<file path="config.mk">
export PLATFORM = sky130hd
export DESIGN_NAME = tw_timer_wdt
export DESIGN_NICKNAME = d
export VERILOG_FILES = /design/src/tw_prescale.v /design/src/tw_timer_wdt.v
export VERILOG_INCLUDE_DIRS = /design/src /design/src/src
export SDC_FILE = /design/constraint.sdc
export NUM_CORES = 1
export LEC_CHECK = 0
export ABC_AREA = 1
export BUFFER_PORTS_ARGS = -buffer_cell sky130_fd_sc_hd__buf_2
export CAP_MARGIN = 25
export CORE_MARGIN = 2
export CORE_UTILIZATION = 35
export DETAILED_ROUTE_END_ITERATION = 16
export PLACE_DENSITY_LB_ADDON = 0.05
export SYNTH_ARGS = -nofsm -noshare
export SYNTH_HDL_FRONTEND = slang
export SYNTH_SLANG_ARGS = --single-unit
export TNS_END_PERCENT = 20
</file>
<file path="constraint.sdc">
create_clock -name pclk -period 5.2 [get_ports pclk]
set_input_delay 1.04 -clock pclk [delete_from_list [all_inputs] [get_ports pclk]]
set_output_delay 1.04 -clock pclk [all_outputs]
set_load 0.1 [all_outputs]
</file>
<file path="src/tw_defines.vh">
// constants, register map and field layout of the timing and watchdog unit
// ---------------------------------------------------------------------------
// Function
// slow clock divided by 1,2,4,8,16,32
// timer is 16-bit down counter on tick
// at zero reload from preset, keep counting
// software programs preset 0001h..FFFFh only
// zero gives one-tick pulse and sets flag
// pulse raises interrupt if enabled; wakes
// new preset used only at next reload
// restart bit reloads on next tick, self-clears
// software waits restart before power-save/idle
// watchdog is 8-bit down counter
// disabled after reset; first write starts it
// once started only reset stops watchdog
// watchdog clock is pulse or tick
// count write reloads counter when matching off
// 5Ch match write reloads programmed count
// error on late, often, or wrong key
// watchdog error resets whole device
// locked register ignores writes, reads junk
// locks hold until device reset
// counters run in save/idle; only match reg
// halt freezes block, resumes same state; match writes in halt still reload watchdog or raise key error
// software waits 5 slow cycles before save
// select set uses tick, clear uses pulse
// preset resets to FFFFh
// counter zero before service means too late
// two services in one period too often
// each lock bit acts on its own
// ---------------------------------------------------------------------------
`ifndef TW_DEFINES_VH
`define TW_DEFINES_VH

// ---------------------------------------------------------------------------
// register indices, byte address is four times the index
// ---------------------------------------------------------------------------
`define TW_IDX_CFG      10'h020
`define TW_IDX_PRESCALE 10'h022
`define TW_IDX_PRESET   10'h024
`define TW_IDX_CSR      10'h026
`define TW_IDX_WDCOUNT  10'h028
`define TW_IDX_MATCH    10'h02A
`define TW_IDX_STATUS   10'h02C

// ---------------------------------------------------------------------------
// timing_config_reg fields
// ---------------------------------------------------------------------------
`define TW_CFG_LOCK_CFG   0
`define TW_CFG_LOCK_PRE   1
`define TW_CFG_LOCK_TMR   2
`define TW_CFG_LOCK_WDC   3
`define TW_CFG_WD_CLKSEL  4
`define TW_CFG_MATCH_EN   5
`define TW_CFG_RESET      6'h00

// ---------------------------------------------------------------------------
// timer_control_status_reg fields
// ---------------------------------------------------------------------------
`define TW_CSR_RESTART    0
`define TW_CSR_DONE       1
`define TW_CSR_INTE       2

// ---------------------------------------------------------------------------
// reset values, service key, power modes, access answers
// ---------------------------------------------------------------------------
`define TW_PRESET_RESET   16'hFFFF
`define TW_MDIV_RESET     3'h0
`define TW_WDCOUNT_RESET  8'h00
`define TW_SERVICE_KEY    8'h5C
`define TW_MODE_ACTIVE    2'h0
`define TW_MODE_SAVE      2'h1
`define TW_MODE_IDLE      2'h2
`define TW_MODE_HALT      2'h3
`define TW_ACC_NONE       2'h0
`define TW_ACC_BLOCKED    2'h1
`define TW_ACC_OK         2'h2
`define TW_MDIV_MAX       3'h5

`endif

</file>
<file path="src/tw_prescale.v">
// prescaler that turns slow clock edges into the prescaled tick
`timescale 1ns/1ps
`include "tw_defines.vh"

module tw_prescale (
    input  wire       pclk,
    input  wire       presetn,
    input  wire       slow_edge,
    input  wire       run,
    input  wire [2:0] mdiv,
    output reg        tick
);

    reg [4:0] div_cnt;

    // reserved codes fall back to the largest divisor
    function [4:0] div_last;
        input [2:0] code;
        begin
            if (code > `TW_MDIV_MAX) begin
                div_last = 5'h1F;
            end else begin
                div_last = (5'h01 << code) - 5'h01;
            end
        end
    endfunction

    // ---------------------------------------------------------------------
    // divider, frozen while run is low
    // ---------------------------------------------------------------------
    always @(posedge pclk or negedge presetn) begin
        if (!presetn) begin
            div_cnt <= 5'h00;
            tick    <= 1'b0;
        end else if (run && slow_edge) begin
            if (div_cnt >= div_last(mdiv)) begin
                div_cnt <= 5'h00;
                tick    <= 1'b1;
            end else begin
                div_cnt <= div_cnt + 5'h01;
                tick    <= 1'b0;
            end
        end else begin
            tick <= 1'b0;
        end
    end

endmodule // tw_prescale

</file>
<file path="src/tw_timer_wdt.v">
// timing and watchdog unit: periodic timer, watchdog, locks, apb slave
`timescale 1ns/1ps
`include "tw_defines.vh"

module tw_timer_wdt (
    input  wire        pclk,
    input  wire        presetn,
    input  wire        psel,
    input  wire        penable,
    input  wire        pwrite,
    input  wire [11:0] paddr,
    input  wire [31:0] pwdata,
    output reg  [31:0] prdata,
    output reg         pready,
    output reg         pslverr,
    input  wire        slow_clock,
    input  wire [1:0]  power_mode,
    output reg         timer_output_pulse,
    output reg         timer_interrupt_line,
    output reg         watchdog_reset_req
);

    // ---------------------------------------------------------------------
    // state
    // ---------------------------------------------------------------------
    reg        slow_s1;
    reg        slow_s2;
    reg        slow_s3;
    reg [5:0]  cfg;
    reg [2:0]  mdiv;
    reg [15:0] preset;
    reg [15:0] tmr_cnt;
    reg        restart;
    reg        done_flag;
    reg        tmr_inte;
    reg [7:0]  wd_count_val;
    reg [7:0]  wd_cnt;
    reg        wd_run;
    reg        wd_served;
    reg [31:0] next_prdata;
    reg        next_pslverr;

    wire       tick;
    wire       slow_edge;
    wire       run;
    wire       active;
    wire [9:0] idx;
    wire [1:0] acc;
    wire       wr;
    wire       wr_ok;
    wire       zero_evt;
    wire       wd_evt;
    wire       match_en;
    wire       cnt_wr;
    wire       key_wr;
    wire       svc_cnt;
    wire       svc_key;
    wire       bad_key;
    wire       service;
    wire       start_only;
    wire       wd_load;
    wire [7:0] wd_load_val;
    wire       too_often;
    wire       too_late;

    // ---------------------------------------------------------------------
    // access decision per register
    // ---------------------------------------------------------------------
    // only the match register answers outside active mode; a lock blocks
    // its own register and nothing else
    function [1:0] reg_access;
        input [9:0] r;
        input       act;
        input [5:0] c;
        begin
            case (r)
                `TW_IDX_MATCH: begin
                    reg_access = `TW_ACC_OK;
                end
                `TW_IDX_CFG: begin
                    reg_access = (act && !c[`TW_CFG_LOCK_CFG]) ?
                                 `TW_ACC_OK : `TW_ACC_BLOCKED;
                end
                `TW_IDX_PRESCALE: begin
                    reg_access = (act && !c[`TW_CFG_LOCK_PRE]) ?
                                 `TW_ACC_OK : `TW_ACC_BLOCKED;
                end
                `TW_IDX_PRESET, `TW_IDX_CSR: begin
                    reg_access = (act && !c[`TW_CFG_LOCK_TMR]) ?
                                 `TW_ACC_OK : `TW_ACC_BLOCKED;
                end
                `TW_IDX_WDCOUNT: begin
                    reg_access = (act && !c[`TW_CFG_LOCK_WDC]) ?
                                 `TW_ACC_OK : `TW_ACC_BLOCKED;
                end
                `TW_IDX_STATUS: begin
                    reg_access = act ? `TW_ACC_OK : `TW_ACC_BLOCKED;
                end
                default: begin
                    reg_access = `TW_ACC_NONE;
                end
            endcase
        end
    endfunction

    // ---------------------------------------------------------------------
    // slow clock synchroniser and edge
    // ---------------------------------------------------------------------
    always @(posedge pclk or negedge presetn) begin
        if (!presetn) begin
            slow_s1 <= 1'b0;
            slow_s2 <= 1'b0;
            slow_s3 <= 1'b0;
        end else begin
            slow_s1 <= slow_clock;
            slow_s2 <= slow_s1;
            slow_s3 <= slow_s2;
        end
    end

    assign slow_edge = slow_s2 && !slow_s3;
    assign run       = (power_mode != `TW_MODE_HALT);
    assign active    = (power_mode == `TW_MODE_ACTIVE);

    tw_prescale u_prescale (
        .pclk      (pclk),
        .presetn   (presetn),
        .slow_edge (slow_edge),
        .run       (run),
        .mdiv      (mdiv),
        .tick      (tick)
    );

    // ---------------------------------------------------------------------
    // apb slave, zero wait states
    // ---------------------------------------------------------------------
    assign idx   = paddr[11:2];
    assign acc   = reg_access(idx, active, cfg);
    assign wr    = psel && penable && pready && pwrite;
    assign wr_ok = wr && (acc == `TW_ACC_OK);

    // locked or mode-blocked reads return zero as their unpredictable value
    always @* begin
        next_prdata  = 32'h0000_0000;
        next_pslverr = (acc == `TW_ACC_NONE);
        if (acc == `TW_ACC_OK) begin
            case (idx)
                `TW_IDX_CFG: begin
                    next_prdata = {26'h0, cfg};
                end
                `TW_IDX_PRESCALE: begin
                    next_prdata = {29'h0, mdiv};
                end
                `TW_IDX_PRESET: begin
                    next_prdata = {16'h0, preset};
                end
                `TW_IDX_CSR: begin
                    next_prdata = {29'h0, tmr_inte, done_flag, restart};
                end
                `TW_IDX_WDCOUNT: begin
                    next_prdata = {24'h0, wd_count_val};
                end
                `TW_IDX_STATUS: begin
                    next_prdata = {15'h0, wd_run, tmr_cnt};
                end
                default: begin
                    next_prdata = 32'h0000_0000;
                end
            endcase
        end
    end

    always @(posedge pclk or negedge presetn) begin
        if (!presetn) begin
            pready  <= 1'b0;
            pslverr <= 1'b0;
            prdata  <= 32'h0000_0000;
        end else begin
            pready <= psel && !penable;
            if (psel && !penable) begin
                pslverr <= next_pslverr;
                prdata  <= pwrite ? 32'h0000_0000 : next_prdata;
            end else begin
                pslverr <= 1'b0;
            end
        end
    end

    // ---------------------------------------------------------------------
    // configuration, prescaler and preset registers
    // ---------------------------------------------------------------------
    always @(posedge pclk or negedge presetn) begin
        if (!presetn) begin
            cfg          <= `TW_CFG_RESET;
            mdiv         <= `TW_MDIV_RESET;
            preset       <= `TW_PRESET_RESET;
            tmr_inte     <= 1'b0;
            wd_count_val <= `TW_WDCOUNT_RESET;
        end else if (wr_ok) begin
            case (idx)
                `TW_IDX_CFG: begin
                    // lock bits only ever set, never clear
                    cfg[3:0] <= cfg[3:0] | pwdata[3:0];
                    cfg[`TW_CFG_WD_CLKSEL] <= pwdata[`TW_CFG_WD_CLKSEL];
                    cfg[`TW_CFG_MATCH_EN]  <= pwdata[`TW_CFG_MATCH_EN];
                end
                `TW_IDX_PRESCALE: begin
                    mdiv <= pwdata[2:0];
                end
                `TW_IDX_PRESET: begin
                    // only the reload reads this, so the countdown in
                    // progress is untouched
                    preset <= pwdata[15:0];
                end
                `TW_IDX_CSR: begin
                    tmr_inte <= pwdata[`TW_CSR_INTE];
                end
                `TW_IDX_WDCOUNT: begin
                    wd_count_val <= pwdata[7:0];
                end
                default: begin
                    cfg <= cfg;
                end
            endcase
        end
    end

    // ---------------------------------------------------------------------
    // periodic timer
    // ---------------------------------------------------------------------
    assign zero_evt = tick && !restart && (tmr_cnt == 16'h0000);

    always @(posedge pclk or negedge presetn) begin
        if (!presetn) begin
            tmr_cnt            <= `TW_PRESET_RESET;
            timer_output_pulse <= 1'b0;
        end else if (tick) begin
            if (restart) begin
                tmr_cnt            <= preset;
                timer_output_pulse <= 1'b0;
            end else if (tmr_cnt == 16'h0000) begin
                tmr_cnt            <= preset;
                timer_output_pulse <= 1'b1;
            end else begin
                tmr_cnt            <= tmr_cnt - 16'h0001;
                timer_output_pulse <= 1'b0;
            end
        end
    end

    // restart request: a write in the same cycle as the tick stays pending
    always @(posedge pclk or negedge presetn) begin
        if (!presetn) begin
            restart <= 1'b0;
        end else if (wr_ok && idx == `TW_IDX_CSR &&
                     pwdata[`TW_CSR_RESTART]) begin
            restart <= 1'b1;
        end else if (tick) begin
            restart <= 1'b0;
        end
    end

    // completion flag, write one to clear; a new zero wins over the clear
    always @(posedge pclk or negedge presetn) begin
        if (!presetn) begin
            done_flag <= 1'b0;
        end else if (zero_evt) begin
            done_flag <= 1'b1;
        end else if (wr_ok && idx == `TW_IDX_CSR &&
                     pwdata[`TW_CSR_DONE]) begin
            done_flag <= 1'b0;
        end
    end

    // interrupt follows the pulse for the same tick cycle when enabled
    always @(posedge pclk or negedge presetn) begin
        if (!presetn) begin
            timer_interrupt_line <= 1'b0;
        end else if (tick) begin
            timer_interrupt_line <= zero_evt && tmr_inte;
        end
    end

    // ---------------------------------------------------------------------
    // watchdog
    // ---------------------------------------------------------------------
    assign match_en = cfg[`TW_CFG_MATCH_EN];
    assign wd_evt   = cfg[`TW_CFG_WD_CLKSEL] ? tick : zero_evt;
    assign cnt_wr   = wr_ok && (idx == `TW_IDX_WDCOUNT);
    assign key_wr   = wr_ok && (idx == `TW_IDX_MATCH);
    assign svc_cnt  = cnt_wr && !match_en;
    assign svc_key  = key_wr && match_en &&
                      (pwdata[7:0] == `TW_SERVICE_KEY);
    assign bad_key  = key_wr && match_en &&
                      (pwdata[7:0] != `TW_SERVICE_KEY);
    assign service  = svc_cnt || svc_key;

    // a count write with matching on, or a match write with matching off, still starts an idle watchdog
    assign start_only = !wd_run && ((cnt_wr && match_en) ||
                                    (key_wr && !match_en));
    assign wd_load    = service || start_only;
    assign wd_load_val = (cnt_wr) ? pwdata[7:0] : wd_count_val;

    assign too_often = service && wd_run && wd_served;
    assign too_late  = wd_run && wd_evt && !service &&
                       (wd_cnt == 8'h00);

    always @(posedge pclk or negedge presetn) begin
        if (!presetn) begin
            wd_run <= 1'b0;
            wd_cnt <= `TW_WDCOUNT_RESET;
        end else if (wd_load) begin
            wd_run <= 1'b1;
            wd_cnt <= wd_load_val;
        end else if (wd_run && wd_evt && wd_cnt != 8'h00) begin
            wd_cnt <= wd_cnt - 8'h01;
        end
    end

    // remembers a service since the last watchdog clock edge
    always @(posedge pclk or negedge presetn) begin
        if (!presetn) begin
            wd_served <= 1'b0;
        end else if (service) begin
            wd_served <= 1'b1;
        end else if (wd_evt) begin
            wd_served <= 1'b0;
        end
    end

    // held until the device reset that it causes clears it
    always @(posedge pclk or negedge presetn) begin
        if (!presetn) begin
            watchdog_reset_req <= 1'b0;
        end else if (too_late || too_often || bad_key) begin
            watchdog_reset_req <= 1'b1;
        end
    end

endmodule // tw_timer_wdt

</file>
# After elaboration in Yosys (flattened, before gate mapping)
# Index checks and enable logic that the tools add are counted.
dict set report totals {
  register_bits 108
  inputBits 52
  out_inout_bits 37
  elab_cells 132
}
dict set report op_classes {
  n_addsub 4
  magnitude_cmp 2
  eq_ne 11
  shifts 1
  muxes 29
  bitwise_logic 1
  reduce_logical 62
}
# op n
set ops {}
lappend ops {{17-bit one-hot mux with 6 select lines} 1}
lappend ops {{10-bit by 6-bit equality test with 1-bit output (second input constant)} 7}
lappend ops {{1-bit logical AND} 32}
lappend ops {{16-bit 2-to-1 mux} 2}
lappend ops {{32-bit 2-to-1 mux} 1}
lappend ops {{8-bit 2-to-1 mux} 3}
lappend ops {{17-bit 2-to-1 mux} 1}
lappend ops {{16-bit zero test} 1}
lappend ops {{16-bit by 1-bit subtractor with 16-bit output (second input constant)} 1}
lappend ops {{5-bit 2-to-1 mux} 3}
lappend ops {{1-bit 2-to-1 mux} 12}
lappend ops {{2-bit one-hot mux with 6 select lines} 1}
lappend ops {{1-bit zero test} 10}
lappend ops {{2-bit 2-to-1 mux} 5}
lappend ops {{2-bit AND reduction} 5}
lappend ops {{8-bit by 7-bit equality test with 1-bit output (second input constant)} 1}
lappend ops {{8-bit zero test} 1}
lappend ops {{8-bit by 7-bit inequality test with 1-bit output (second input constant)} 1}
lappend ops {{2-bit nonzero test} 4}
lappend ops {{8-bit nonzero test} 1}
lappend ops {{8-bit by 1-bit subtractor with 8-bit output (second input constant)} 1}
lappend ops {{5-bit by 1-bit adder with 5-bit output (second input constant)} 1}
lappend ops {{5-bit greater-or-equal comparator} 1}
lappend ops {{1-bit logical OR} 5}
lappend ops {{8 further kinds} 9}

# Depth between registers and ports, before layout
# Gate-level depths: netlist (run 1).
dict set report logic_depth {
  word_depth 15
  mapped_depth 16
}

# Hierarchy
# From an unflattened synthesis (run 1), not the netlist that was laid out.
dict set report hier_totals {
  hier_cells 667
  hier_area_um2 5482.8
}
# module n_inst cells_each area_per_inst_um2 seq_area_each_um2
set by_module_without_submodules {}
lappend by_module_without_submodules {tw_timer_wdt 1 593 4957.3 2217.1}
lappend by_module_without_submodules {tw_prescale 1 74 525.5 150.1}

# Worst setup path after synthesis (run 1)
# Ideal clock, no wire load.
dict set report synth_path {
  kind {in2reg}
  startpoint {input paddr[6]}
  endpoint {register watchdog_reset_req}
  setup_time_ns 0.128
  t_arrival_ns 2.334
  path_slack_ns 2.739
  cell_stages 14
  path_cell_list {inv_1 nand2_1 nor2_4 nand3_1 nor2_1 a21oi_2 nand2_4 nand4_1 nor2_2 nor2_4 buf_6 buf_6 nand3_1 nand3_1}
}
dict set report synth_via {
  elab_chain_len 14
  elab_cells_between_ends 25
}
# item line
set synth_lines {}
lappend synth_lines {{start, declared} tw_timer_wdt.v:11} ;# input wire [11:0] paddr,
lappend synth_lines {{10-bit by 6-bit equality test with 1-bit output} tw_timer_wdt.v:76} ;# case (r)
lappend synth_lines {{2-bit OR reduction} tw_timer_wdt.v:76}
lappend synth_lines {{2-bit one-hot mux with 6 select lines} tw_timer_wdt.v:76}
lappend synth_lines {{2-bit equality test (no source line)} n/a}
lappend synth_lines {{1-bit logical AND} tw_timer_wdt.v:140} ;# assign wr_ok = wr && (acc == `TW_ACC_OK);
lappend synth_lines {{1-bit logical AND} tw_timer_wdt.v:290} ;# assign key_wr = wr_ok && (idx == `TW_IDX_MATCH);
lappend synth_lines {{1-bit logical AND} {tw_timer_wdt.v:292, tw_timer_wdt.v:294}}
lappend synth_lines {{1-bit logical AND} tw_timer_wdt.v:292} ;# assign svc_key = key_wr && match_en &&
lappend synth_lines {{1-bit logical OR} tw_timer_wdt.v:296} ;# assign service = svc_cnt || svc_key;
lappend synth_lines {{1-bit zero test} tw_timer_wdt.v:305} ;# assign too_late = wd_run && wd_evt && !service &&
lappend synth_lines {{1-bit logical AND (2 in a row)} tw_timer_wdt.v:305}
lappend synth_lines {{1-bit logical OR} tw_timer_wdt.v:335} ;# end else if (too_late || too_often || bad_key) begin
lappend synth_lines {{1-bit logical OR (*)} tw_timer_wdt.v:335}
lappend synth_lines {{end signal, assigned} tw_timer_wdt.v:334} ;# watchdog_reset_req <= 1'b0;
lappend synth_lines {{end signal, assigned} tw_timer_wdt.v:336} ;# watchdog_reset_req <= 1'b1;
lappend synth_lines {{end, declared} tw_timer_wdt.v:20} ;# output reg watchdog_reset_req
# Mark *: on every way between the ends. The rest lies on a longest branch, timed or not.
# A chain may end at the register's enable or synchronous reset.

# Worst setup path in the final report (run 1)
dict set report layout_path {
  startpoint {input paddr[3]}
  endpoint {register wd_cnt[6]}
}
dict set report layout_via {
  elab_chain_len 11
  elab_cells_between_ends 25
}
# item line
set layout_lines {}
lappend layout_lines {{10-bit by 6-bit equality test with 1-bit output} tw_timer_wdt.v:76}
lappend layout_lines {{2-bit OR reduction} tw_timer_wdt.v:76}
lappend layout_lines {{2-bit one-hot mux with 6 select lines} tw_timer_wdt.v:76}
lappend layout_lines {{2-bit equality test (no source line)} n/a}
lappend layout_lines {{1-bit logical AND} tw_timer_wdt.v:140}
lappend layout_lines {{1-bit logical AND (on tied branches)} {tw_timer_wdt.v:290, tw_timer_wdt.v:289}}
lappend layout_lines {{1-bit logical AND (on tied branches)} {tw_timer_wdt.v:292, tw_timer_wdt.v:299, tw_timer_wdt.v:300}}
lappend layout_lines {{1-bit logical AND or 1-bit logical OR (tied branches)} {tw_timer_wdt.v:292, tw_timer_wdt.v:299}}
lappend layout_lines {{1-bit logical OR or 1-bit logical AND (tied branches)} {tw_timer_wdt.v:296, tw_timer_wdt.v:299}}
lappend layout_lines {{1-bit logical OR} tw_timer_wdt.v:301} ;# assign wd_load = service || start_only;
lappend layout_lines {{8-bit 2-to-1 mux or 2-bit nonzero test (tied branches)} n/a}
lappend layout_lines {{end signal, assigned} tw_timer_wdt.v:311} ;# wd_cnt <= `TW_WDCOUNT_RESET;
lappend layout_lines {{end signal, assigned} tw_timer_wdt.v:314} ;# wd_cnt <= wd_load_val;
lappend layout_lines {{end signal, assigned} tw_timer_wdt.v:316} ;# wd_cnt <= wd_cnt - 8'h01;
lappend layout_lines {{end, declared} tw_timer_wdt.v:37} ;# reg [7:0] wd_cnt;
# Several ways; a longest one is shown, not always the timed one.

==> results of run 1 <==
through the flow:
| step | instance area [um^2] | std cells |
|---|---|---|
| after CTS | 5910 | 875 |
| after detailed placement | 5610 | 859 |
| after floorplan | 5290 | 649 |
| final | 5910 | 875 |
| after global routing | 5910 | 875 |
| after global placement | 5610 | 859 |
sequential cells by signal, summed over array words and instances, names as in the netlist, 3 cells and up:
register / flops
wd_count_val: 8
mdiv: 3
tmr_cnt: 16
wd_cnt: 8
u_prescale.div_cnt: 5
prdata: 17
cfg: 6
preset: 16
path summary, 6_finish.rpt:
| check | cells past startpoint | start | slack, ps | to |
|---|---|---|---|---|
| max | 13 | paddr[3] | 2200 | wd_cnt[6] |
| min | 0 | slow_s1 | 350 | slow_s2 |
| max reg2reg | 15 | tmr_cnt[0] | 2660 | wd_cnt[0] |
| min reg2reg | 0 | slow_s1 | 350 | slow_s2 |
| max in group asynchronous | 2 | presetn | 3450 | preset[5] |
| min in group asynchronous | 1 | presetn | 820 | slow_s3 |
synth_stat cells, types with 3 or more instances:
master	number	area [um^2]
o31ai_1	4	30.0
o21bai_1	3	22.5
xor2_1	10	87.6
o21a_1	10	75.1
nand3_1	45	225
nor2_4	3	33.8
buf_4	15	113
dfrtp_1	61	1530
nand2_2	4	25.0
nor3_1	11	55.1
dfstp_2	32	841
a32o_1	11	110
clkinv_1	3	11.3
nand4_1	12	75.1
o211ai_1	6	45.0
clkbuf_1	11	41.3
a21oi_1	11	55.1
nand2_1	140	526
a221oi_1	3	26.3
mux2_2	4	45.0
mux2_4	4	60.1
inv_1	75	282
o21ai_0	55	275
nor4_1	4	25.0
ha_1	11	138
nor2_2	4	25.0
o22ai_1	12	75.1
xnor2_1	4	35.0
buf_6	4	45.0
nor2_1	46	173
cell families after synthesis:
family / share of synthesized area, %
xor gates and xnor gates: 2.34
adders and majority gates: 2.63
other: 0.0716
and+or+nand+nor: 23.8
DFF: 45.2
muxes: 2.01
buffers and inverters: 9.72
AOI/OAI and AO/OA: 14.3
power groups by stage:
| stage | Combinational (mW) | Clock (mW) | Sequential, mW |
|---|---|---|---|
| global route | 0.624 | 0.716 | 0.957 |
| finish | 0.543 | 0.670 | 0.940 |
| CTS | 0.549 | 0.689 | 0.939 |
| global placement | 0.542 | 0 | 0.950 |
| floorplan | 0.422 | 0 | 0.947 |
| detailed placement | 0.546 | 0 | 0.950 |
final cells by class:
type / count / area [um^2]
Clock buffer: 11 / 233
Clock inverter: 5 / 62.6
Fill cell: 1498 / 8680
Inverter: 80 / 300
Multi-Input combinational cell: 444 / 2410
Sequential cell: 93 / 2370
Tap cell: 184 / 230
Timing Repair Buffer: 58 / 300
layer usage:
layer	GRT usage (%)	up-vias	part of all wire (%)
li1	-	2194	-
met1	25.6	2053	50
met2	26.8	85	44
met3	2.91	11	5.1
met4	6.92	0	1.1
met5	0	-	0
worst max-delay path, cell delays in order:
cell      delay [ps]
buf_2            100
nor2_1            90
nand2_1           90
nor2_2           450
nand3_1          130
nand2_1          100
nor2_1            60
nand2_4          190
nand3b_4         250
nand2_2          170
nand3_1          290
nand4_1          200
nand2_1           70
==> metrics.cfg, run 1 <==
[clock_network]
clock_tree.htree_level_count=3
clkTransAtPathRegs_ps=70
cts_buffer_depth=2
clock_latency_at_the_later_pin_of_the_worst_skew_pair_ps=350
tritoncts_num_sinks=93
cts_post_setup_buffers_inserted=0
cts_inserted_buffers=9
post_cts_resize_count=0
cts_tree=done
ctsRootBufferMaster=clkbuf_16
cts_hold_buf=0

[sta]
final.setup.tns_ps=0
rsz0062_at_grt=no
fin_hold_ws_ps=350
period_needed_ps=3000
hold_violations=0
period_share_pct=57.7
max_slew_margin_pct=35.6
finalMaxSlewViolations=0
setup_violations=0
max_clock_freq_mhz=334
setup_ws_ps=2200
fin_skew_ps=6.15
worstMarginPinSlew_ps=958

[global_routing]
global_route.overflow_total=0
grt_pass1_wl_mm=22.5
grt_max_degree=71
track_usage_pct=17.8
first_global_vias=4257
grt_antenna_before_repair=0

[routing]
route.detailed.drc=0
initialDrtViolationCount=188
vias=4343
antenna_left=0
detail_route.vias_per_cell=4.96
routed_wl_mm=13.6
drt-wirelength-per-cell_um=15.6
drt_pre_antenna_iters=4

[critical_path]
critPathCaptureType=flop
crit_type=in2reg
arrival_ps=3230
worst-path-max-fanout=18
timing.critical_path.required_ps=5440
critical_path.startpoint_type=primary input

[place]
numPortBuffers=55
gpl.final_weighted_congestion=0.797
hpwl_mm=9.93
detailedPlace.worstSlack_ps=1810

[floorplan]
initial_utilization_pct=35.9
pin_count=89
floorplan.die_area_um2=16000
die_height_um=126
die_x_um=126
placementRows=44
placeableCoreArea_um2=14600

[power]
power_total_mw=2.15
cell_internal_pwr_mw=1.42
peakVddDrop_mv=0.154
clockPowerShare_pct=31.1
power.share.sequential_pct=43.7
power-per-cell-area_nw_per_um2=364
p_sw_mw=0.738
cellLeakagePower_nw=2.91
combPwrFrac_pct=25.2
power_switching_share_pct=34.3

[min_path]
hold_path.class=reg2reg

[finish]
most-common-layout-cells=nand2_1, inv_1, dfrtp_1
area_overhead_of_the_layout_relative_to_synthesis_pct=12.8
post_route_cells_drive_above_1_share_pct=19.0
layout_commonest_cell=nand2_1
final_net_count=749
finish.utilization_pct=40.5
antenna-diode-count=0

[outcome]
status=complete, no violations

[logic_synthesis]
postSynthCellCount=635
yosys_register_bits=93
synth.avg_cell_area_um2=8.25
syn_area_um2=5240
synth-seq-area-share_pct=45.2
synth_warnings=0
synth_cell_types=45
async_reset_ff_share_pct=100
synth_enable_flop_cells=0
synth_ff_type=dfrtp_1

[flow_run]
maxCapViolCount=0

(Power assumes the default switching activity.)
==> run 2, diff against run 1 <==
- clock period: 5.2 -> 3 ns (I/O delays scaled with it)
==> run 2 against run 1 <==
  * Die area stayed put
  * Via count rose by 1.3%
  * Total power increased by 71%
  * Count of clock-buffer cells in the layout unchanged
  * Critical endpoint is now u_prescale.div_cnt[4]
  * Largest power group unchanged
  * Combinational power grew 76%
  * Register-to-register slack lost 2000 ps
  * Clock skew rose by 1.7 ps
  * Sequential cell count unchanged
==> metrics.cfg, run 2 (synthesis gave the netlist of run 1 again) <==
[critical_path]
slowest_stage=dfrtp_1
critPathCaptureType=flop
arrival_ps=2660  ; -570 ps
critical_path.startpoint_type=flop
timing.critical_path.required_ps=3280  ; -2160 ps
worst-path-max-fanout=7  ; -11
crit_path_cell_trace=inv_1 > nand3_1 > ha_1 > inv_1 > a21oi_1 > nor3_1 > ha_1 > o21a_1 > o21ai_0 > nand2_1 > a21oi_1 > nor2_1 > a21oi_1
cpMostUsedCell=a21oi_1
critical_path.max_stage_delay_ps=460  ; about the same
crit_type=reg2reg

[finish]
flip_flop_count_of_the_largest_register_all_copies_and_words_added=17  ; unchanged
area_overhead_of_the_layout_relative_to_synthesis_pct=14.1
antenna-diode-count=0  ; unchanged
largest-register=prdata
most-common-layout-cells=nand2_1, inv_1, dfrtp_1
final_net_count=759  ; +1.3%
layout_commonest_cell=nand2_1
reg.largest.list=prdata x17, preset x16, tmr_cnt x16
post_route_cells_drive_above_1_share_pct=20.3  ; +1.3 points
multi_input_area_um2=2410  ; unchanged
num-fill-cells=1464  ; -2.3%
sequential_cell_area_um2=2370  ; unchanged

[routing]
drt_pre_antenna_iters=5  ; +1
antenna_left=0  ; unchanged
routed_met3_length_um=437  ; -37%
route.detailed.drc=0  ; unchanged
initialDrtViolationCount=168  ; -11%
met2_wirelength_mm=6.15  ; +1.9%
wirelength_met1_mm=7.05  ; +4.4%
route.top_layer_used=met4
routed_wl_mm=13.9  ; +1.9%
drt-wirelength-per-cell_um=15.7  ; +0.73%
vias=4401  ; +1.3%
detail_route.vias_per_cell=4.97  ; +0.19%

[clock_network]
cts_buffer_depth=2  ; unchanged
cts_inserted_buffers=9  ; unchanged
post_cts_resize_count=0  ; unchanged
tritoncts_num_sinks=93  ; unchanged
clock_tree.htree_level_count=3  ; unchanged
cts_post_setup_buffers_inserted=0  ; unchanged
ctsRootBufferMaster=clkbuf_16
cts_tree=done
cts_hold_buf=0  ; unchanged
clock_latency_at_the_later_pin_of_the_worst_skew_pair_ps=350  ; about the same
clkTransAtPathRegs_ps=70  ; about the same

[floorplan]
die_x_um=126  ; unchanged
die_height_um=126  ; unchanged
placementRows=44  ; unchanged
initial_utilization_pct=35.9  ; unchanged
pin_count=89  ; unchanged
floorplan.die_area_um2=16000  ; unchanged
placeableCoreArea_um2=14600  ; unchanged

[global_routing]
first_global_vias=4389  ; +3.1%
grt_max_degree=51  ; -28%
track_usage_pct=18.2  ; +0.41 points
grt_antenna_before_repair=0  ; unchanged
global_route.overflow_total=0  ; unchanged
grt_pass1_wl_mm=22.8  ; +1.6%

[sta]
max_slew_margin_pct=55.1  ; +19 points
fin_skew_ps=7.82  ; +1.67 ps
fin_hold_ws_ps=250  ; -101 ps
hold_violations=0  ; unchanged
setup_violations=0  ; unchanged
finalMaxSlewViolations=0  ; unchanged
rsz0062_at_grt=no
period_needed_ps=2380
final.setup.tns_ps=0  ; unchanged
max_clock_freq_mhz=420
period_share_pct=79.3
worstMarginPinSlew_ps=671  ; -287 ps

[power]
peakVddDrop_mv=0.293  ; +91%
power-per-cell-area_nw_per_um2=616  ; +69%
cellLeakagePower_nw=2.95  ; +1.6%

[min_path]
hold_path.class=in2async

[place]
numPortBuffers=55  ; unchanged
gpl.final_weighted_congestion=0.800  ; +0.46%
hpwl_mm=10.3  ; +4.1%

[flow_run]
maxCapViolCount=0  ; unchanged

[outcome]
status=complete, no violations

## run 2: routing by layer
layer / track usage, % / vias to the layer above
met2: 27.2 / 94
met1: 26.8 / 2083
met4: 7.30 / 0
met3: 2.24 / 15
met5: 0 / -
li1: - / 2209
## run 2: power by group
part	leakage, nW	switching [mW]	total [mW]	internal (mW)
Sequential	1.14	0.153	1.63	1.48
Combinational	1.68	0.621	0.953	0.332
Clock	0.128	0.513	1.10	0.585
## run 2: worst max-delay path, delay by kind of cell, from the launching register on
| family | cells | cell delay [ps] |
|---|---|---|
| compound gates | 5 | 610 |
| simple gates | 4 | 520 |
| fa+ha+maj | 2 | 510 |
| flops | 1 | 460 |
| buf+inv | 2 | 210 |
## run 2: cell type report
type	count	area share, %
Timing Repair Buffer	68	6.49
Clock inverter	5	0.607
Clock buffer	11	4.06
Inverter	80	5.02
Tap cell	184	3.85
Multi-Input combinational cell	444	40.4
Sequential cell	93	39.6
## run 2: final timing paths
kind / start / end / slack [ps] / cells after the start
min in group pclk: slow_clock / slow_s1 / 350 / 1
min: presetn / slow_s1 / 250 / 1
max in group asynchronous: presetn / preset[8] / 2020 / 2
max reg2reg: mdiv[1] / u_prescale.div_cnt[4] / 620 / 13
max: mdiv[1] / u_prescale.div_cnt[4] / 620 / 13
min reg2reg: slow_s1 / slow_s2 / 350 / 0
## run 2: per-stage QoR
stage	utilization, %	power (mW)	worst slack (ps)	std cells	instance area, um^2
6_report	41.0	3.68	621	885	5980
5_1_grt	41.0	3.93	323	885	5980
2_1_floorplan	-	2.37	857	649	5290
4_1_cts	41.0	3.72	579	885	5980
3_5_place_dp	39.1	2.61	307	869	5700
3_3_place_gp	39.1	2.59	342	869	5700
==> run 3, diff against run 2 <==
- clock period: 3 -> 2.09 ns (I/O delays scaled with it)
==> run 3 against run 2 <==
  * Setup slack lost 650 ps
  * Final cell count grew 5.2%
  * Sequential share of layout area shrank 2.7 points
  * The flow now finishes with violations (setup timing)
  * Maximum frequency grew 12%
  * Largest power group unchanged
  * Clock power grew 43%
  * Register-to-register slack lost 650 ps
  * Highest routed layer unchanged
  * Combinational power grew 53%
==> metrics.cfg, run 3 (synthesis gave the netlist of run 1 again) <==
[global_routing]
grt_max_degree=94  ; +84%
global_route.usage.met3_pct=2.66  ; +0.42 points
groute.layer.met1.usage_pct=26.5  ; -0.22 points
use_met2_pct=28.3  ; +1.0 points
global_route.overflow_total=0  ; unchanged
grt_antenna_before_repair=0  ; unchanged
track_usage_pct=18.5  ; +0.30 points
global_route.peak_usage_layer=met2
grt_pass1_wl_mm=23.3  ; +1.8%
first_global_vias=4602  ; +4.9%

[clock_network]
clock_tree.htree_level_count=3  ; unchanged
tritoncts_num_sinks=93  ; unchanged
cts_inserted_buffers=9  ; unchanged
cts_buffer_depth=2  ; unchanged
cts_hold_buf=0  ; unchanged
clkTransAtPathRegs_ps=70  ; about the same
clock_latency_at_the_later_pin_of_the_worst_skew_pair_ps=350  ; about the same
ctsRootBufferMaster=clkbuf_16
cts_tree=done

[routing]
initialDrtViolationCount=282  ; +68%
drt-wirelength-per-cell_um=15.1  ; -3.5%
drt_pre_antenna_iters=5  ; unchanged
routed_wl_mm=14.1  ; +1.5%
route.detailed.drc=0  ; unchanged
vias=4589  ; +4.3%
detail_route.vias_per_cell=4.93  ; -0.88%
antenna_left=0  ; unchanged

[critical_path]
slowest_stage=dfrtp_1
worst_r2r_path_depth=13  ; unchanged
timing.critical_path.required_ps=2370  ; -910 ps
ff2ff_setup_slack_ps=-20  ; -650 ps
crit_path_cell_trace=inv_2 > nand3_4 > ha_4 > inv_2 > nor2_2 > ha_1 > o21a_1 > o21a_1 > o21ai_1 > nand2_1 > a21oi_2 > nand2_1 > a21oi_1
critical_register_to_register_path_endpoint=u_prescale.div_cnt[0]
critical_path.startpoint_type=flop
worst-path-max-fanout=4  ; -3
arrival_ps=2400  ; -260 ps
critical_path.max_stage_delay_ps=420  ; -40 ps
critPathCaptureType=flop
crit_type=reg2reg
r2r_start=mdiv[0]

[power]
power-per-cell-area_nw_per_um2=837  ; +36%
cellLeakagePower_nw=3.21  ; +8.6%
peakVddDrop_mv=0.368  ; +26%

[sta]
max_slew_margin_pct=65.5  ; +10 points
setup_ws_ps=-24.5  ; -646 ps
worstMarginPinSlew_ps=517  ; -154 ps
fin_hold_ws_ps=86.0  ; -164 ps
fin_skew_ps=6.77  ; -1.04 ps
max_clock_freq_mhz=473  ; +12%
setup_violations=2  ; +2
period_needed_ps=2110  ; -264 ps
rsz0062_at_grt=yes
finalMaxSlewViolations=0  ; unchanged
period_share_pct=101  ; +22 points
final.setup.tns_ps=-40.7  ; -40.7 ps
hold_violations=0  ; unchanged

[place]
gpl.final_weighted_congestion=0.811  ; +1.3%
numPortBuffers=55  ; unchanged
detailedPlace.worstSlack_ps=-175  ; -482 ps
hpwl_mm=10.5  ; +1.8%

[finish]
flip_flop_count_of_the_largest_register_all_copies_and_words_added=17  ; unchanged
multi_input_area_um2=2470  ; +2.2%
area_overhead_of_the_layout_relative_to_synthesis_pct=22.5
num-fill-cells=1476  ; +0.82%
most-common-layout-cells=nand2_1, inv_1, dfrtp_1
sequential_cell_area_um2=2370  ; about the same
reg.largest.list=prdata x17, preset x16, tmr_cnt x16
antenna-diode-count=0  ; unchanged
post_route_cells_drive_above_1_share_pct=27.0  ; +6.8 points
finish.utilization_pct=44.0  ; +3.0 points
largest-register=prdata
final_net_count=805  ; +6.1%
layout_commonest_cell=nand2_1

[flow_run]
maxCapViolCount=0  ; unchanged

[floorplan]
floorplan.die_area_um2=16000  ; unchanged
die_height_um=126  ; unchanged
placementRows=44  ; unchanged
die_x_um=126  ; unchanged
placeableCoreArea_um2=14600  ; unchanged
pin_count=89  ; unchanged
initial_utilization_pct=35.9  ; unchanged

[outcome]
failed_checks=setup timing
status=complete, but fails checks

[min_path]
hold_path.class=in2async

## run 3: cell types whose count changed in the layout (fill, tap and decap cells not counted), sizes merged
cell,delta
clkinv,+1
buf,+46
clkinvlp,-3
inv,+2
## run 3: final cells by class
cell class                 instances  area share [%]
multi-input combinational        444            38.5
sequential                        93            36.9
timing repair buffer             114            12.0
inverter                          80            4.68
clock buffer                      11            3.63
tap                              184            3.59
clock inverter                     5           0.683
## run 3: repair_timing
action	CTS	global route
endpoints found under the hold margin	0	0
resized for setup	4	12
pin swaps	4	5
endpoints found under the setup margin	10	16
setup buffers	2	1
## run 3: worst max-delay path by stage
stage                  from               endpoint  slack, ps
CTS                 mdiv[0]  u_prescale.div_cnt[4]        -60
detailed placement  mdiv[0]  u_prescale.div_cnt[4]       -180
global route        mdiv[0]  u_prescale.div_cnt[0]       -170
floorplan           mdiv[1]  u_prescale.div_cnt[4]        -10
finish              mdiv[0]  u_prescale.div_cnt[0]        -20
global placement    mdiv[0]  u_prescale.div_cnt[4]        -80
## run 3: report_power, final
part	total [mW]	switching [mW]	internal, mW
Clock	1.57	0.746	0.823
Sequential	2.34	0.216	2.12
Combinational	1.46	0.919	0.540
Total	5.37	1.88	3.49
## run 3: worst max-delay path: cells and delay by family (launching register included)
kind                     cells  cell delay, ps
AND/OR/NAND/NOR              4             320
buffers and inverters        2             130
flip-flops                   1             420
AO/OA/AOI/OAI                5             690
adder cells (fa/ha/maj)      2             490
## run 3: metal layers
metal  share of wire [%]  up-vias
met5                   0        -
met4                 2.1        0
met3                 3.4       19
met2                  45       88
met1                  50     2178
li1                    -     2304
## run 3: metrics by stage
step,cells,cell area (um^2),total power [mW]
2_1_floorplan,649,5290,3.41
3_3_place_gp,912,6060,3.79
3_5_place_dp,912,6060,3.81
4_1_cts,930,6360,5.43
5_1_grt,931,6410,5.75
6_report,931,6410,5.37
